File: src/dma_addr_regs.svh
// Register indices, field positions and constants for the channel address block
`ifndef DMA_ADDR_REGS_SVH
`define DMA_ADDR_REGS_SVH

// Register indices; the byte address on the bus is four times the index
`define IDX_W              20
`define MEM_ADDR_A_IDX     20'hfff20
`define MEM_ADDR_B_IDX     20'hfff28
`define IO_ADDR_A_IDX      20'hfff26
`define IO_ADDR_B_IDX      20'hfff2e
`define STEP_CTRL_IDX      20'hfff2f

// Bus widths
`define BUS_ADDR_W         22
`define BUS_DATA_W         32
`define BUS_BE_W           4

// Memory address register layout
`define MEM_ADDR_W         24
`define MEM_HIGH_ONES      8'hff
`define MEM_ADDR_RESET     24'h000000

// I/O address register layout
`define IO_ADDR_W          8
`define IO_ADDR_RESET      8'h00
`define IO_PAGE            16'hffff

// Step control register fields
`define STEP_EN_BIT        4
`define STEP_DIR_BIT       5
`define STEP_CTRL_RESET    2'h0

// Step sizes per transfer
`define STEP_BYTE          24'h000001
`define STEP_WORD          24'h000002

`endif

File: src/dma_addr_pkg.sv
// Types shared by the channel address block
`default_nettype none

package dma_addr_pkg;

  // 24-bit memory address field
  typedef logic [23:0] addr24_t;

  // 8-bit I/O address
  typedef logic [7:0] io_addr_t;

  // Bus handshake phase
  typedef enum logic [0:0] {
    PH_IDLE = 1'b0,
    PH_ACK  = 1'b1
  } bus_phase_e;

endpackage

`default_nettype wire

File: src/byte_merge.sv
// Byte-lane write merge for one register
`timescale 1ns/1ps
`default_nettype none

module byte_merge #(
  parameter int WIDTH = 32
) (
  input  wire logic [WIDTH-1:0]   old_value,
  input  wire logic [WIDTH-1:0]   wdata,
  input  wire logic [WIDTH/8-1:0] byte_en,
  output logic      [WIDTH-1:0]   merged
);

  // Each enabled lane takes write data, the rest keep the old value
  genvar lane;
  generate
    for (lane = 0; lane < WIDTH / 8; lane++)
    begin : g_lane
      assign merged[lane*8 +: 8] = byte_en[lane] ? wdata[lane*8 +: 8]
                                                 : old_value[lane*8 +: 8];
    end
  endgenerate

endmodule

`default_nettype wire

File: src/addr_stepper.sv
// Next-value logic for the second memory address after a transfer
`timescale 1ns/1ps
`default_nettype none
`include "dma_addr_regs.svh"

module addr_stepper (
  input  wire logic                   step_enable,
  input  wire logic                   step_down,
  input  wire logic                   transfer_size,
  input  wire dma_addr_pkg::addr24_t  cur_addr,
  output dma_addr_pkg::addr24_t       next_addr
);

  // Step amount by transfer size
  dma_addr_pkg::addr24_t step;

  // Byte moves by one, word by two
  always_comb
  begin
    step = transfer_size ? `STEP_WORD : `STEP_BYTE;
    if (!step_enable)
    begin
      next_addr = cur_addr;
    end
    else if (step_down)
    begin
      // 24-bit difference wraps within the field
      next_addr = cur_addr - step;
    end
    else
    begin
      // 24-bit sum wraps within the field
      next_addr = cur_addr + step;
    end
  end

endmodule

`default_nettype wire

File: src/dma_channel_address_regs.sv
// Channel 0 address registers with Avalon-MM slave and address stepping
`timescale 1ns/1ps
`default_nettype none
`include "dma_addr_regs.svh"

module dma_channel_address_regs (
  input  wire logic                        clk,
  input  wire logic                        resetn,
  input  wire logic [`BUS_ADDR_W-1:0]      avs_address,
  input  wire logic                        avs_read,
  input  wire logic                        avs_write,
  input  wire logic [`BUS_DATA_W-1:0]      avs_writedata,
  input  wire logic [`BUS_BE_W-1:0]        avs_byteenable,
  output logic      [`BUS_DATA_W-1:0]      avs_readdata,
  output logic                             avs_waitrequest,
  input  wire logic                        transfer_size,
  input  wire logic                        short_addr_mode,
  input  wire logic                        xfer_done,
  output logic      [`MEM_ADDR_W-1:0]      addr_a_out,
  output logic      [`MEM_ADDR_W-1:0]      addr_b_out
);

  // All block state in one record
  typedef struct packed {
    dma_addr_pkg::addr24_t    mem_a;      // First memory address field
    dma_addr_pkg::addr24_t    mem_b;      // Second memory address field
    dma_addr_pkg::io_addr_t   io_a;       // First I/O address
    dma_addr_pkg::io_addr_t   io_b;       // Second I/O address
    logic                     step_en;    // Destination step enable
    logic                     step_dir;   // Destination step direction
    dma_addr_pkg::bus_phase_e phase;      // Bus handshake phase
    logic                     waitreq;    // Registered waitrequest
    logic [`BUS_DATA_W-1:0]   rdata;      // Registered read data
    dma_addr_pkg::addr24_t    out_a;      // Registered first address out
    dma_addr_pkg::addr24_t    out_b;      // Registered second address out
  } state_s;

  state_s state_reg;                      // Current state
  state_s state_next;                     // Next state

  // Byte addresses of the registers, four times the index
  localparam logic [`BUS_ADDR_W-1:0] MEM_A_ADDR = {`MEM_ADDR_A_IDX, 2'b00};
  localparam logic [`BUS_ADDR_W-1:0] MEM_B_ADDR = {`MEM_ADDR_B_IDX, 2'b00};
  localparam logic [`BUS_ADDR_W-1:0] IO_A_ADDR  = {`IO_ADDR_A_IDX, 2'b00};
  localparam logic [`BUS_ADDR_W-1:0] IO_B_ADDR  = {`IO_ADDR_B_IDX, 2'b00};
  localparam logic [`BUS_ADDR_W-1:0] CTRL_ADDR  = {`STEP_CTRL_IDX, 2'b00};

  // Address decode hits
  logic hit_mem_a;                        // First memory address selected
  logic hit_mem_b;                        // Second memory address selected
  logic hit_io_a;                         // First I/O address selected
  logic hit_io_b;                         // Second I/O address selected
  logic hit_ctrl;                         // Step control selected

  // Views as software sees them: full 32-bit memory addresses, step control byte
  logic [`BUS_DATA_W-1:0] mem_a_view;     // First memory address, top ones
  logic [`BUS_DATA_W-1:0] mem_b_view;     // Second memory address, top ones
  logic [7:0]             ctrl_view;      // Step control byte

  // Merged write values per register
  logic [`BUS_DATA_W-1:0] mem_a_merged;   // First memory address after write
  logic [`BUS_DATA_W-1:0] mem_b_merged;   // Second memory address after write
  logic [7:0]             io_a_merged;    // First I/O address after write
  logic [7:0]             io_b_merged;    // Second I/O address after write
  logic [7:0]             ctrl_merged;    // Step control after write

  // Stepped second memory address
  dma_addr_pkg::addr24_t  mem_b_stepped;  // Value after one transfer

  // Write commit strobe, true only on the completing edge
  logic                   wr_commit;      // Write lands this edge

  // Decode compares the whole byte address
  always_comb
  begin
    hit_mem_a = (avs_address == MEM_A_ADDR);
    hit_mem_b = (avs_address == MEM_B_ADDR);
    hit_io_a  = (avs_address == IO_A_ADDR);
    hit_io_b  = (avs_address == IO_B_ADDR);
    hit_ctrl  = (avs_address == CTRL_ADDR);
  end

  // Software views; upper byte is hardwired to ones
  always_comb
  begin
    mem_a_view = {`MEM_HIGH_ONES, state_reg.mem_a};
    mem_b_view = {`MEM_HIGH_ONES, state_reg.mem_b};
    ctrl_view  = 8'h00;
    ctrl_view[`STEP_EN_BIT]  = state_reg.step_en;
    ctrl_view[`STEP_DIR_BIT] = state_reg.step_dir;
  end

  // Byte-lane merges; narrow registers live in lane zero
  byte_merge #(
    .WIDTH (32)
  ) u_merge_mem_a (
    .old_value (mem_a_view),
    .wdata     (avs_writedata),
    .byte_en   (avs_byteenable),
    .merged    (mem_a_merged)
  );

  byte_merge #(
    .WIDTH (32)
  ) u_merge_mem_b (
    .old_value (mem_b_view),
    .wdata     (avs_writedata),
    .byte_en   (avs_byteenable),
    .merged    (mem_b_merged)
  );

  byte_merge #(
    .WIDTH (8)
  ) u_merge_io_a (
    .old_value (state_reg.io_a),
    .wdata     (avs_writedata[7:0]),
    .byte_en   (avs_byteenable[0]),
    .merged    (io_a_merged)
  );

  byte_merge #(
    .WIDTH (8)
  ) u_merge_io_b (
    .old_value (state_reg.io_b),
    .wdata     (avs_writedata[7:0]),
    .byte_en   (avs_byteenable[0]),
    .merged    (io_b_merged)
  );

  byte_merge #(
    .WIDTH (8)
  ) u_merge_ctrl (
    .old_value (ctrl_view),
    .wdata     (avs_writedata[7:0]),
    .byte_en   (avs_byteenable[0]),
    .merged    (ctrl_merged)
  );

  // Second address stepping from the registered control bits
  addr_stepper u_stepper (
    .step_enable   (state_reg.step_en),
    .step_down     (state_reg.step_dir),
    .transfer_size (transfer_size),
    .cur_addr      (state_reg.mem_b),
    .next_addr     (mem_b_stepped)
  );

  // Write lands only on the edge where waitrequest is seen low
  always_comb
  begin
    wr_commit = avs_write && (state_reg.phase == dma_addr_pkg::PH_ACK);
  end

  // Next-state logic for bus, registers and address outputs
  always_comb
  begin
    state_next = state_reg;

    // Handshake: one wait cycle, then a one-cycle answer
    unique case (state_reg.phase)
      dma_addr_pkg::PH_IDLE:
      begin
        if (avs_read || avs_write)
        begin
          // Accept and drop waitrequest for the next cycle
          state_next.phase   = dma_addr_pkg::PH_ACK;
          state_next.waitreq = 1'b0;
          // Read data captured now so it stands through the answer
          if (hit_mem_a)
          begin
            state_next.rdata = mem_a_view;
          end
          else if (hit_mem_b)
          begin
            state_next.rdata = mem_b_view;
          end
          else if (hit_io_a)
          begin
            state_next.rdata = {24'h000000, state_reg.io_a};
          end
          else if (hit_io_b)
          begin
            state_next.rdata = {24'h000000, state_reg.io_b};
          end
          else if (hit_ctrl)
          begin
            state_next.rdata = {24'h000000, ctrl_view};
          end
          else
          begin
            // Unmapped addresses read as zero
            state_next.rdata = 32'h00000000;
          end
        end
      end
      dma_addr_pkg::PH_ACK:
      begin
        // Answer given this edge; back to waiting
        state_next.phase   = dma_addr_pkg::PH_IDLE;
        state_next.waitreq = 1'b1;
      end
    endcase

    // Transfer completion steps the second address
    if (xfer_done)
    begin
      state_next.mem_b = mem_b_stepped;
    end

    // Software writes; a write beats a same-edge step so the
    // value software just loaded is the one the next transfer uses
    if (wr_commit)
    begin
      if (hit_mem_a)
      begin
        // Upper byte of the merge is dropped, it is not writable
        state_next.mem_a = mem_a_merged[`MEM_ADDR_W-1:0];
      end
      if (hit_mem_b)
      begin
        state_next.mem_b = mem_b_merged[`MEM_ADDR_W-1:0];
      end
      if (hit_io_a)
      begin
        state_next.io_a = io_a_merged;
      end
      if (hit_io_b)
      begin
        state_next.io_b = io_b_merged;
      end
      if (hit_ctrl)
      begin
        state_next.step_en  = ctrl_merged[`STEP_EN_BIT];
        state_next.step_dir = ctrl_merged[`STEP_DIR_BIT];
      end
      // Unmapped writes are ignored
    end

    // Address outputs; I/O address only counts in short mode
    if (short_addr_mode)
    begin
      state_next.out_a = {`IO_PAGE, state_next.io_a};
      state_next.out_b = {`IO_PAGE, state_next.io_b};
    end
    else
    begin
      // Full mode ignores the I/O registers entirely
      state_next.out_a = state_next.mem_a;
      state_next.out_b = state_next.mem_b;
    end
  end

  // Single state register; reset values are constants only
  always_ff @(posedge clk or negedge resetn)
  begin
    if (!resetn)
    begin
      // Address contents are undefined to software; zero is chosen
      state_reg.mem_a    <= `MEM_ADDR_RESET;
      state_reg.mem_b    <= `MEM_ADDR_RESET;
      state_reg.io_a     <= `IO_ADDR_RESET;
      state_reg.io_b     <= `IO_ADDR_RESET;
      state_reg.step_en  <= 1'b0;
      state_reg.step_dir <= 1'b0;
      state_reg.phase    <= dma_addr_pkg::PH_IDLE;
      // Waitrequest idles high so no request slips through
      state_reg.waitreq  <= 1'b1;
      state_reg.rdata    <= 32'h00000000;
      state_reg.out_a    <= `MEM_ADDR_RESET;
      state_reg.out_b    <= `MEM_ADDR_RESET;
    end
    else
    begin
      state_reg <= state_next;
    end
  end

  // Outputs straight from the state register
  assign avs_readdata    = state_reg.rdata;
  assign avs_waitrequest = state_reg.waitreq;
  assign addr_a_out      = state_reg.out_a;
  assign addr_b_out      = state_reg.out_b;

endmodule

`default_nettype wire

File: config.mk
export PLATFORM = sky130hd
export DESIGN_NAME = dma_channel_address_regs
export DESIGN_NICKNAME = d
export VERILOG_FILES = /design/src/dma_addr_pkg.sv /design/src/byte_merge.sv /design/src/addr_stepper.sv /design/src/dma_channel_address_regs.sv
export VERILOG_INCLUDE_DIRS = /design/src
export SDC_FILE = /design/constraint.sdc
export NUM_CORES = 1
export LEC_CHECK = 0
export ABC_AREA = 0
export BUFFER_PORTS_ARGS = -buffer_cell sky130_fd_sc_hd__buf_2
export CORE_MARGIN = 3
export CORE_UTILIZATION = 55
export CTS_BUF_LIST = sky130_fd_sc_hd__clkbuf_8
export DETAILED_ROUTE_END_ITERATION = 8
export PLACE_DENSITY = 0.76
export SETUP_SLACK_MARGIN = 0.5
export SYNTH_ARGS = -nofsm -noshare
export SYNTH_HDL_FRONTEND = slang
export SYNTH_SLANG_ARGS = --single-unit
File: constraint.sdc
create_clock -name clk -period 4.7 [get_ports clk]
set_clock_uncertainty 0.05 [all_clocks]
set_input_delay 0.47 -clock clk [delete_from_list [all_inputs] [get_ports clk]]
set_output_delay 0.47 -clock clk [all_outputs]
set_load 0.1 [all_outputs]
# [Word level (Yosys, flattened, before mapping)]
# Index checks and enable logic that the tools add are counted.
[word_totals] regBits=148 input_bits=65 out_inout_bits=81 word_cells=51
[classes] n_addsub=2 eq_ne=6 mux=27 n_bitwise=1 reduce_logical=4
[ops] op="2-to-1 mux 32 bit" n=4
[ops] op="2-to-1 mux 24 bit" n=5
[ops] op="equality test 22 bit (second input constant)" n=5
[ops] op="2-to-1 mux 8 bit" n=10
[ops] op="2-to-1 mux 66 bit" n=1
[ops] op="2-to-1 mux 48 bit" n=1
[ops] op="2-to-1 mux 34 bit" n=1
[ops] op="adder 24 bit" n=1
[ops] op="subtractor 24 bit" n=1
[ops] op="2-to-1 mux 6 bit" n=2
[ops] op="2-to-1 mux 2 bit" n=2
[ops] op="one-hot mux 2 bit (2 select lines)" n=1
[ops] op="AND reduction 3 bit" n=1
[ops] op="inequality test 2 bit (second input constant)" n=1
[ops] op="AND reduction 2 bit" n=1
[ops] op="logical AND 1 bit" n=1
[ops] op="logical OR 1 bit" n=1
[ops] op="NOT 1 bit" n=1

# [Depth between registers and ports, before layout]
# Gate-level depths: netlist (run 1).
[logic_depth] depth_word=8 ltp_mapped=11 depth_no_buf=11

# [Modules after synthesis]
# From an unflattened synthesis (run 1), not the netlist that was laid out.
[hier_totals] cells_unflattened=926 area_unflattened_um2=9786.9
[modules_own_cells] module="dma_channel_address_regs" n_inst=1 cells_per_inst=599 area_each_um2=6721.4 seq_area_each_um2=3529.6
[modules_own_cells] module="addr_stepper" n_inst=1 cells_per_inst=228 area_each_um2=1620.3 seq_area_each_um2=0.0
[modules_own_cells] module="byte_merge (u_merge_mem_a ...)" n_inst=2 cells_per_inst=36 area_each_um2=525.5 seq_area_each_um2=0.0
[modules_own_cells] module="byte_merge (u_merge_ctrl ...)" n_inst=3 cells_per_inst=9 area_each_um2=131.4 seq_area_each_um2=0.0

# [Least setup slack after synthesis (run 1)]
# OpenSTA, ideal clock, no wires.
[synth_timing] path_type="flip-flop to flip-flop" startpoint="register state_reg, in the netlist ctrl_view[5]" endpoint="register state_reg, in the netlist addr_b_out[7]" setup_time_ps=125 t_arrival_ps=2599 required_time_ps=4525 path_slack_ps=1926 path_stages_with_launch=10 n_path_buf=0 period_less_slack_ps=2774 path_cell_list="dfrtp_1 -> nor2b_1 -> ha_1 -> nor2b_1 -> o2111a_1 -> o21a_1 -> a21boi_0 -> xor2_1 -> a21boi_4 -> mux2_2"
[synth_rtl] element="start: declaration" line_no="dma_channel_address_regs.sv:38" source="state_s state_reg;"
[synth_rtl] element="start signal: assignment" line_no="dma_channel_address_regs.sv:274" source="state_reg <= state_next;"

==> run summary, run 1 <==
Status -> finished, final reports clean
R2r setup slk -> 1.23 ns
Synth Flop Type -> dfrtp_1
Avg Inst Size Synth -> 10.2 um^2
CTS root buf -> clkbuf_8
Fill cells -> 1,171
Buffer count from post-CTS setup fixing -> 0
Post-Syn Area -> 7930 um^2
FFs w/ async S/R, synth -> 100%
DRC errors left -> 0
Hold Vio Cnt, Final -> 0
Sw power -> 711 uW
Worst path most repeated cell -> a21oi_1
Largest net degree at the start of global routing -> 99
Die Y -> 126 um
Slew @ Worst Pin -> 1.04 ns
Starting Density -> 56.7%
Synth Warn # -> 0
Reg power frac -> 50.3%
Cell count after synthesis -> 778
Switching portion of total power -> 28.8%
Tightest Hold Check Type -> input pin to async pin
Setup TNS -> 0 ns
Reg-to-Reg End -> addr_b_out[16]$_DFF_PN0_
Detailed-placement wirelength estimate -> 14,000 um
Grt ovf -> 0
Crit path max fanout -> 25
Final setup viols -> 0
First-pass detailed-route iteration total -> 5
Total Die Area -> 15,900 um^2
CP peak stage delay -> 0.78 ns
Commonest non-fill, non-tap cell in the layout -> dfrtp_1
Post-cts repair resize count -> 0
WHS -> 0.0692 ns
Io pins -> 146
Final Core Density -> 60.8%
Final Worst Setup Slack -> 1.23 ns
Clock Sinks -> 141
Period utilisation layout -> 73.9%
Clk slew on worst S/H paths -> 0.08 ns
Int Pwr -> 1750 uW
Core Area -> 14,000 um^2
RSZ-0062 raised after global routing -> false
CTS tree -> built
Slew Limit Fails -> 0
Vias -> 5,913
I/O Buffers -> 136
Chip width -> 126 um
Pre-CTS WS -> 1.25 ns
Initial antenna violation count -> 0
Required @ worst endpoint -> 5.04 ns
Wire per inst -> 19.0 um
GPL Wtd Cong -> 0.939
Layout cells sized above 1 -> 29.9%
Critical-path top delay cell -> dfrtp_1
Num CTS Buffers -> 17
Startpoint types -> register
Final Power -> 2460 uW
Max reg flops -> 25
RR Startpoint -> ctrl_view[5]$_DFFE_PN0P_
Initial DRC Count -> 489
Max Fclk -> 288 MHz
Synthesized flop and latch total -> 141
Cell row count -> 43
ANT nets after route -> 0
Commonest non-fill, non-tap cells in the layout -> dfrtp_1, buf_2, nand2_1, mux2_2, nor2_1
CP cell instances -> nor2b_1 > fa_1 > a21oi_1 > o211ai_1 > a21oi_1 > a21boi_0 > mux2_2 > a211oi_1 > or2_2
Worst Reg-to-Reg Cells -> 9
H-Tree Depth -> 4
Comb power frac -> 11.3%
Post-layout nets -> 911
Clk pwr share -> 38.4%
Clock latency on the worst-skew pair -> 0.44 ns
EDFF count, synth -> 0
Leak Pwr -> 0.00423 uW
Wirelength, routed -> 19,300 um
Antenna diodes -> 0
Worst VDD drop -> 0.000206 V
WP data arrival -> 3.81 ns
Synthesized Nets -> 867
Vias per inst -> 5.83
Seq/Total Area, Yosys -> 44.5%
Tot GR Track Use -> 24.7%
Hold-fix buffers, CTS -> 0
Critical setup path kind -> register to register
Cell area power density -> 290 nW/um^2
CP endpoint kind -> register
Unique masters post-synth -> 73
First-pass GRT wire length -> 31,200 um
Syn-to-layout area delta -> 7.21%
Max Cap Viol -> 0
CTS Buffer Depth -> 2
Vias in the first global route -> 5,866
Fin crit period -> 3.47 ns
Rel. slew slack -> 29.9%
## worst max-delay path, delay by kind of cell (launching register included)
family	cells	cell delay, ns
mux	1	0.31
compound gates	5	1.33
flops	1	0.78
fa+ha+maj	1	0.45
simple gates	2	0.52
## layout make-up
class	count	area, um^2	area share, %
clock buffer	17	234	2.75
multi-input combinational	508	3610	42.4
clock inverter	15	149	1.75
timing repair buffer	137	694	8.16
inverter	17	63.8	0.750
sequential	141	3530	41.5
tap	180	225	2.65
## power by group through the flow
stage	combinational (uW)	clock, uW	sequential (uW)
6_report	279	946	1240
5_1_grt	296	1030	1240
4_1_cts	281	969	1240
3_5_place_dp	281	0	1260
3_3_place_gp	277	0	1260
2_1_floorplan	210	0	1270
## stage by stage
stage,std cells,cell area (um^2)
after floorplan,778,7930
after detailed placement,983,8120
after global placement,983,8120
after global routing,1015,8510
after CTS,1015,8510
final,1015,8510
## cells by family after synthesis
family	synth area share (%)
AOI/OAI and AO/OA	13.4
xor gates and xnor gates	1.77
adders and majority gates	3.88
buffers and inverters	10.2
DFF	44.5
muxes	10.4
and+or+nand+nor	16.0
## synthesized netlist by cell type (5+ instances only)
cell type	instances	area share, %
nand2_1	83	3.9
o221a_2	6	0.85
or2_1	23	1.8
o21ai_0	30	1.9
nand3_1	17	1.1
nand4_1	7	0.55
nor2_1	47	2.2
mux2_2	51	7.2
xnor2_1	13	1.4
nor3_1	9	0.57
a222oi_1	8	1.0
o22ai_1	13	1.0
clkbuf_1	17	0.80
o31ai_1	16	1.5
mux2i_1	21	2.6
or2_2	6	0.47
nand4b_1	5	0.55
inv_1	17	0.80
a21oi_1	34	2.1
buf_4	82	7.8
buf_2	10	0.63
a31oi_1	6	0.47
dfrtp_1	140	44
and3_1	5	0.39
ha_1	23	3.6
o211ai_1	5	0.47
## routing by layer
| metal | share of wire, % | global-route usage, % | up-vias | wire length [um] |
|---|---|---|---|---|
| met5 | 0 | 0 | - | 0 |
| met4 | 1.0 | 6.06 | 0 | 197 |
| met3 | 7.3 | 6.40 | 18 | 1410 |
| met2 | 45 | 37.2 | 241 | 8680 |
| met1 | 47 | 35.9 | 2873 | 9040 |
| li1 | - | - | 2781 | - |
## how the worst max path moves through the flow
stage / from / end / slack [ns] / depth (start not counted)
finish: ctrl_view[5]$_DFFE_PN0P_ / addr_b_out[16]$_DFF_PN0_ / 1.23 / 9
floorplan: ctrl_view[5]$_DFFE_PN0P_ / addr_b_out[7]$_DFF_PN0_ / 1.93 / 9
CTS: ctrl_view[5]$_DFFE_PN0P_ / addr_b_out[16]$_DFF_PN0_ / 1.29 / 9
global placement: avs_address[5] / addr_b_out[7]$_DFF_PN0_ / 1.33 / 8
global route: ctrl_view[5]$_DFFE_PN0P_ / addr_b_out[8]$_DFF_PN0_ / 0.99 / 9
detailed placement: avs_address[5] / addr_b_out[7]$_DFF_PN0_ / 1.25 / 8
Note: power is estimated with default switching activity, not from simulation.
==> inputs of run 2 (changes only) <==
==> constraint.sdc (replaced) <==
create_clock -name clk -period 3.31 [get_ports clk]
set_clock_uncertainty 0.05 [all_clocks]
set_input_delay 0.331 -clock clk [delete_from_list [all_inputs] [get_ports clk]]
set_output_delay 0.331 -clock clk [all_outputs]
set_load 0.1 [all_outputs]
==> run 2 against run 1 <==
Effect of this change: total power grew 40%; via count increased by 0.52%; core utilization rose by 1.2 points; first-iteration DRC count is 7.2% lower; routed wire length is 0.19% higher; cell area up 2.0%; clock-buffer cell count rose by 2; clock power grew 35%; combinational power grew 44%; critical path depth stayed put; die area did not move; flip-flop and latch count stayed put; critical path type unchanged; critical endpoint unchanged.
==> run summary, run 2 (synthesis gave the netlist of run 1 again) <==
ANT nets after route -> 0 (unchanged)
Tot GR Track Use -> 24.6% (was 24.7%)
CTS Buffer Depth -> 2 (unchanged)
Hold Crit Depth -> 2
First-pass detailed-route iteration total -> 5 (unchanged)
Post-DP Area -> 8230 um^2 (was 8120 um^2)
WHS -> 0.0791 ns (was 0.0692 ns)
DRC errors left -> 0 (unchanged)
Cell area power density -> 396 nW/um^2 (was 290 nW/um^2)
Crit path max fanout -> 10 (was 25)
Reg power frac -> 51.2% (was 50.3%)
Clock Sinks -> 141 (unchanged)
Chip width -> 126 um (unchanged)
I/O Buffers -> 136 (unchanged)
Rel. slew slack -> 34.1% (was 29.9%)
Reg-to-Reg End -> addr_b_out[16]$_DFF_PN0_ (unchanged)
Die Y -> 126 um (unchanged)
Grt ovf -> 0 (unchanged)
Met2 Use GR -> 37.4% (was 37.2%)
Vias per inst -> 5.77 (was 5.83)
Int Pwr -> 2450 uW (was 1750 uW)
Vias -> 5,944 (was 5,913)
CTS tree -> built (unchanged)
Slew Limit Fails -> 0 (unchanged)
Clk pwr share -> 37.2% (was 38.4%)
Required @ worst endpoint -> 3.66 ns (was 5.04 ns)
Sw power -> 993 uW (was 711 uW)
First-pass GRT wire length -> 31,200 um (about the same)
CTS root buf -> clkbuf_8 (unchanged)
Final Instance Area -> 8680 um^2 (was 8510 um^2)
RR Startpoint -> ctrl_view[5]$_DFFE_PN0P_ (unchanged)
Max reg flops -> 25 (unchanged)
Tightest Hold Check Type -> input pin to register (was input pin to async pin)
Max Cap Viol -> 0 (unchanged)
Grt met3 use -> 5.77% (was 6.40%)
Core Area -> 14,000 um^2 (unchanged)
Layout cells sized above 1 -> 32.7% (was 29.9%)
H-Tree Depth -> 4 (unchanged)
Initial antenna violation count -> 1 (was 0)
Total Die Area -> 15,900 um^2 (unchanged)
Slew @ Worst Pin -> 0.986 ns (was 1.04 ns)
Period utilisation layout -> 81.9% (was 73.9%)
Fin crit period -> 2.71 ns (was 3.47 ns)
Wirelength, routed -> 19,400 um (was 19,300 um)
Commonest non-fill, non-tap cells in the layout -> dfrtp_1, buf_2, nand2_1, mux2_2, nor2_1 (unchanged)
Hold Startpoint -> avs_writedata[17]
Wire per inst -> 18.8 um (was 19.0 um)
Commonest non-fill, non-tap cell in the layout -> dfrtp_1 (unchanged)
GPL Wtd Cong -> 0.946 (was 0.939)
Syn-to-layout area delta -> 9.38% (was 7.21%)
CP endpoint kind -> register (unchanged)
WP data arrival -> 3.06 ns (was 3.81 ns)
Final setup viols -> 0 (unchanged)
Worst VDD drop -> 0.000282 V (was 0.000206 V)
R2r setup slk -> 0.60 ns (was 1.23 ns)
Largest net degree at the start of global routing -> 83 (was 99)
RSZ-0062 raised after global routing -> true (was false)
Startpoint types -> register (unchanged)
Detailed-placement wirelength estimate -> 14,400 um (was 14,000 um)
Switching portion of total power -> 28.9% (was 28.8%)
Worst Reg-to-Reg Cells -> 9 (unchanged)
Hold EP -> mem_a_view[17]$_DFF_PN0_
Leak Pwr -> 0.00430 uW (was 0.00423 uW)
Starting Density -> 56.7% (unchanged)
Setup TNS -> 0 ns (unchanged)
Grt met1 use -> 35.6% (was 35.9%)
Post-layout nets -> 926 (was 911)
Io pins -> 146 (unchanged)
Cell row count -> 43 (unchanged)
Initial DRC Count -> 454 (was 489)
Busiest grt layer -> met2 (unchanged)
Critical setup path kind -> register to register (unchanged)
Clock latency on the worst-skew pair -> 0.46 ns (was 0.44 ns)
Num CTS Buffers -> 17 (unchanged)
Hold Vio Cnt, Final -> 0 (unchanged)
Clk slew on worst S/H paths -> 0.08 ns (about the same)
Multi-input logic area -> 3690 um^2 (was 3610 um^2)
Comb power frac -> 11.6% (was 11.3%)
Max Fclk -> 369 MHz (was 288 MHz)
Vias in the first global route -> 5,826 (was 5,866)
Status -> finished, final reports clean (unchanged)
Fill cells -> 1,163 (was 1,171)
Storage cell area -> 3530 um^2 (unchanged)
run 2: per-layer routing:
layer	vias up	part of all wire (%)
met5	-	0
met4	0	1.6
met3	32	8.8
met2	227	45
met1	2859	45
li1	2826	-
run 2: what timing repair did:
item	CTS	global route
setup buffers	0	0
hold buffers	1	0
pin swaps	0	6
endpoints found under the setup margin	4	14
endpoints found under the hold margin	79	0
gates resized for setup	2	17
run 2: critical path, cell delays in order (launching register included):
cell      delay, ns
dfrtp_1        0.41
buf_4          0.20
ha_2           0.40
nand3_2        0.16
nor4b_4        0.34
a21oi_2        0.15
a21boi_0       0.20
mux2_2         0.37
a211oi_2       0.24
or2_2          0.14
run 2: worst max-delay path by stage:
stage	from	endpoint	depth (start not counted)
finish	ctrl_view[5]$_DFFE_PN0P_	addr_b_out[16]$_DFF_PN0_	9
global route	mem_b_view[0]$_DFF_PN0_	addr_b_out[10]$_DFF_PN0_	11
CTS	mem_b_view[0]$_DFF_PN0_	addr_b_out[8]$_DFF_PN0_	11
detailed placement	transfer_size	addr_b_out[16]$_DFF_PN0_	12
global placement	transfer_size	addr_b_out[16]$_DFF_PN0_	12
floorplan	ctrl_view[5]$_DFFE_PN0P_	addr_b_out[7]$_DFF_PN0_	9
run 2: stage by stage:
| step | setup slack [ns] | power (uW) | util [%] | instances |
|---|---|---|---|---|
| 6_report | 0.600 | 3440 | 62.0 | 1030 |
| 5_1_grt | 0.457 | 3560 | 62.0 | 1030 |
| 4_1_cts | 0.505 | 3470 | 61.5 | 1029 |
| 3_5_place_dp | 0.356 | 2200 | 58.8 | 997 |
| 3_3_place_gp | 0.430 | 2190 | 58.8 | 997 |
| 2_1_floorplan | 0.536 | 2100 | - | 778 |
run 2: layout make-up:
cell class	instances	share of cell area [%]
Antenna cell	1	0.0288
Clock buffer	19	3.01
Clock inverter	12	1.14
Inverter	17	0.735
Multi-Input combinational cell	508	42.5
Sequential cell	141	40.7
Tap cell	180	2.60
Timing Repair Buffer	152	9.33
run 2: power groups by stage:
| stage | clock network [uW] | registers (uW) | logic (uW) |
|---|---|---|---|
| after CTS | 1310 | 1760 | 404 |
| final | 1280 | 1760 | 401 |
| after floorplan | 0 | 1810 | 298 |
| after global placement | 0 | 1790 | 396 |
| after detailed placement | 0 | 1790 | 402 |
| after global routing | 1370 | 1760 | 425 |
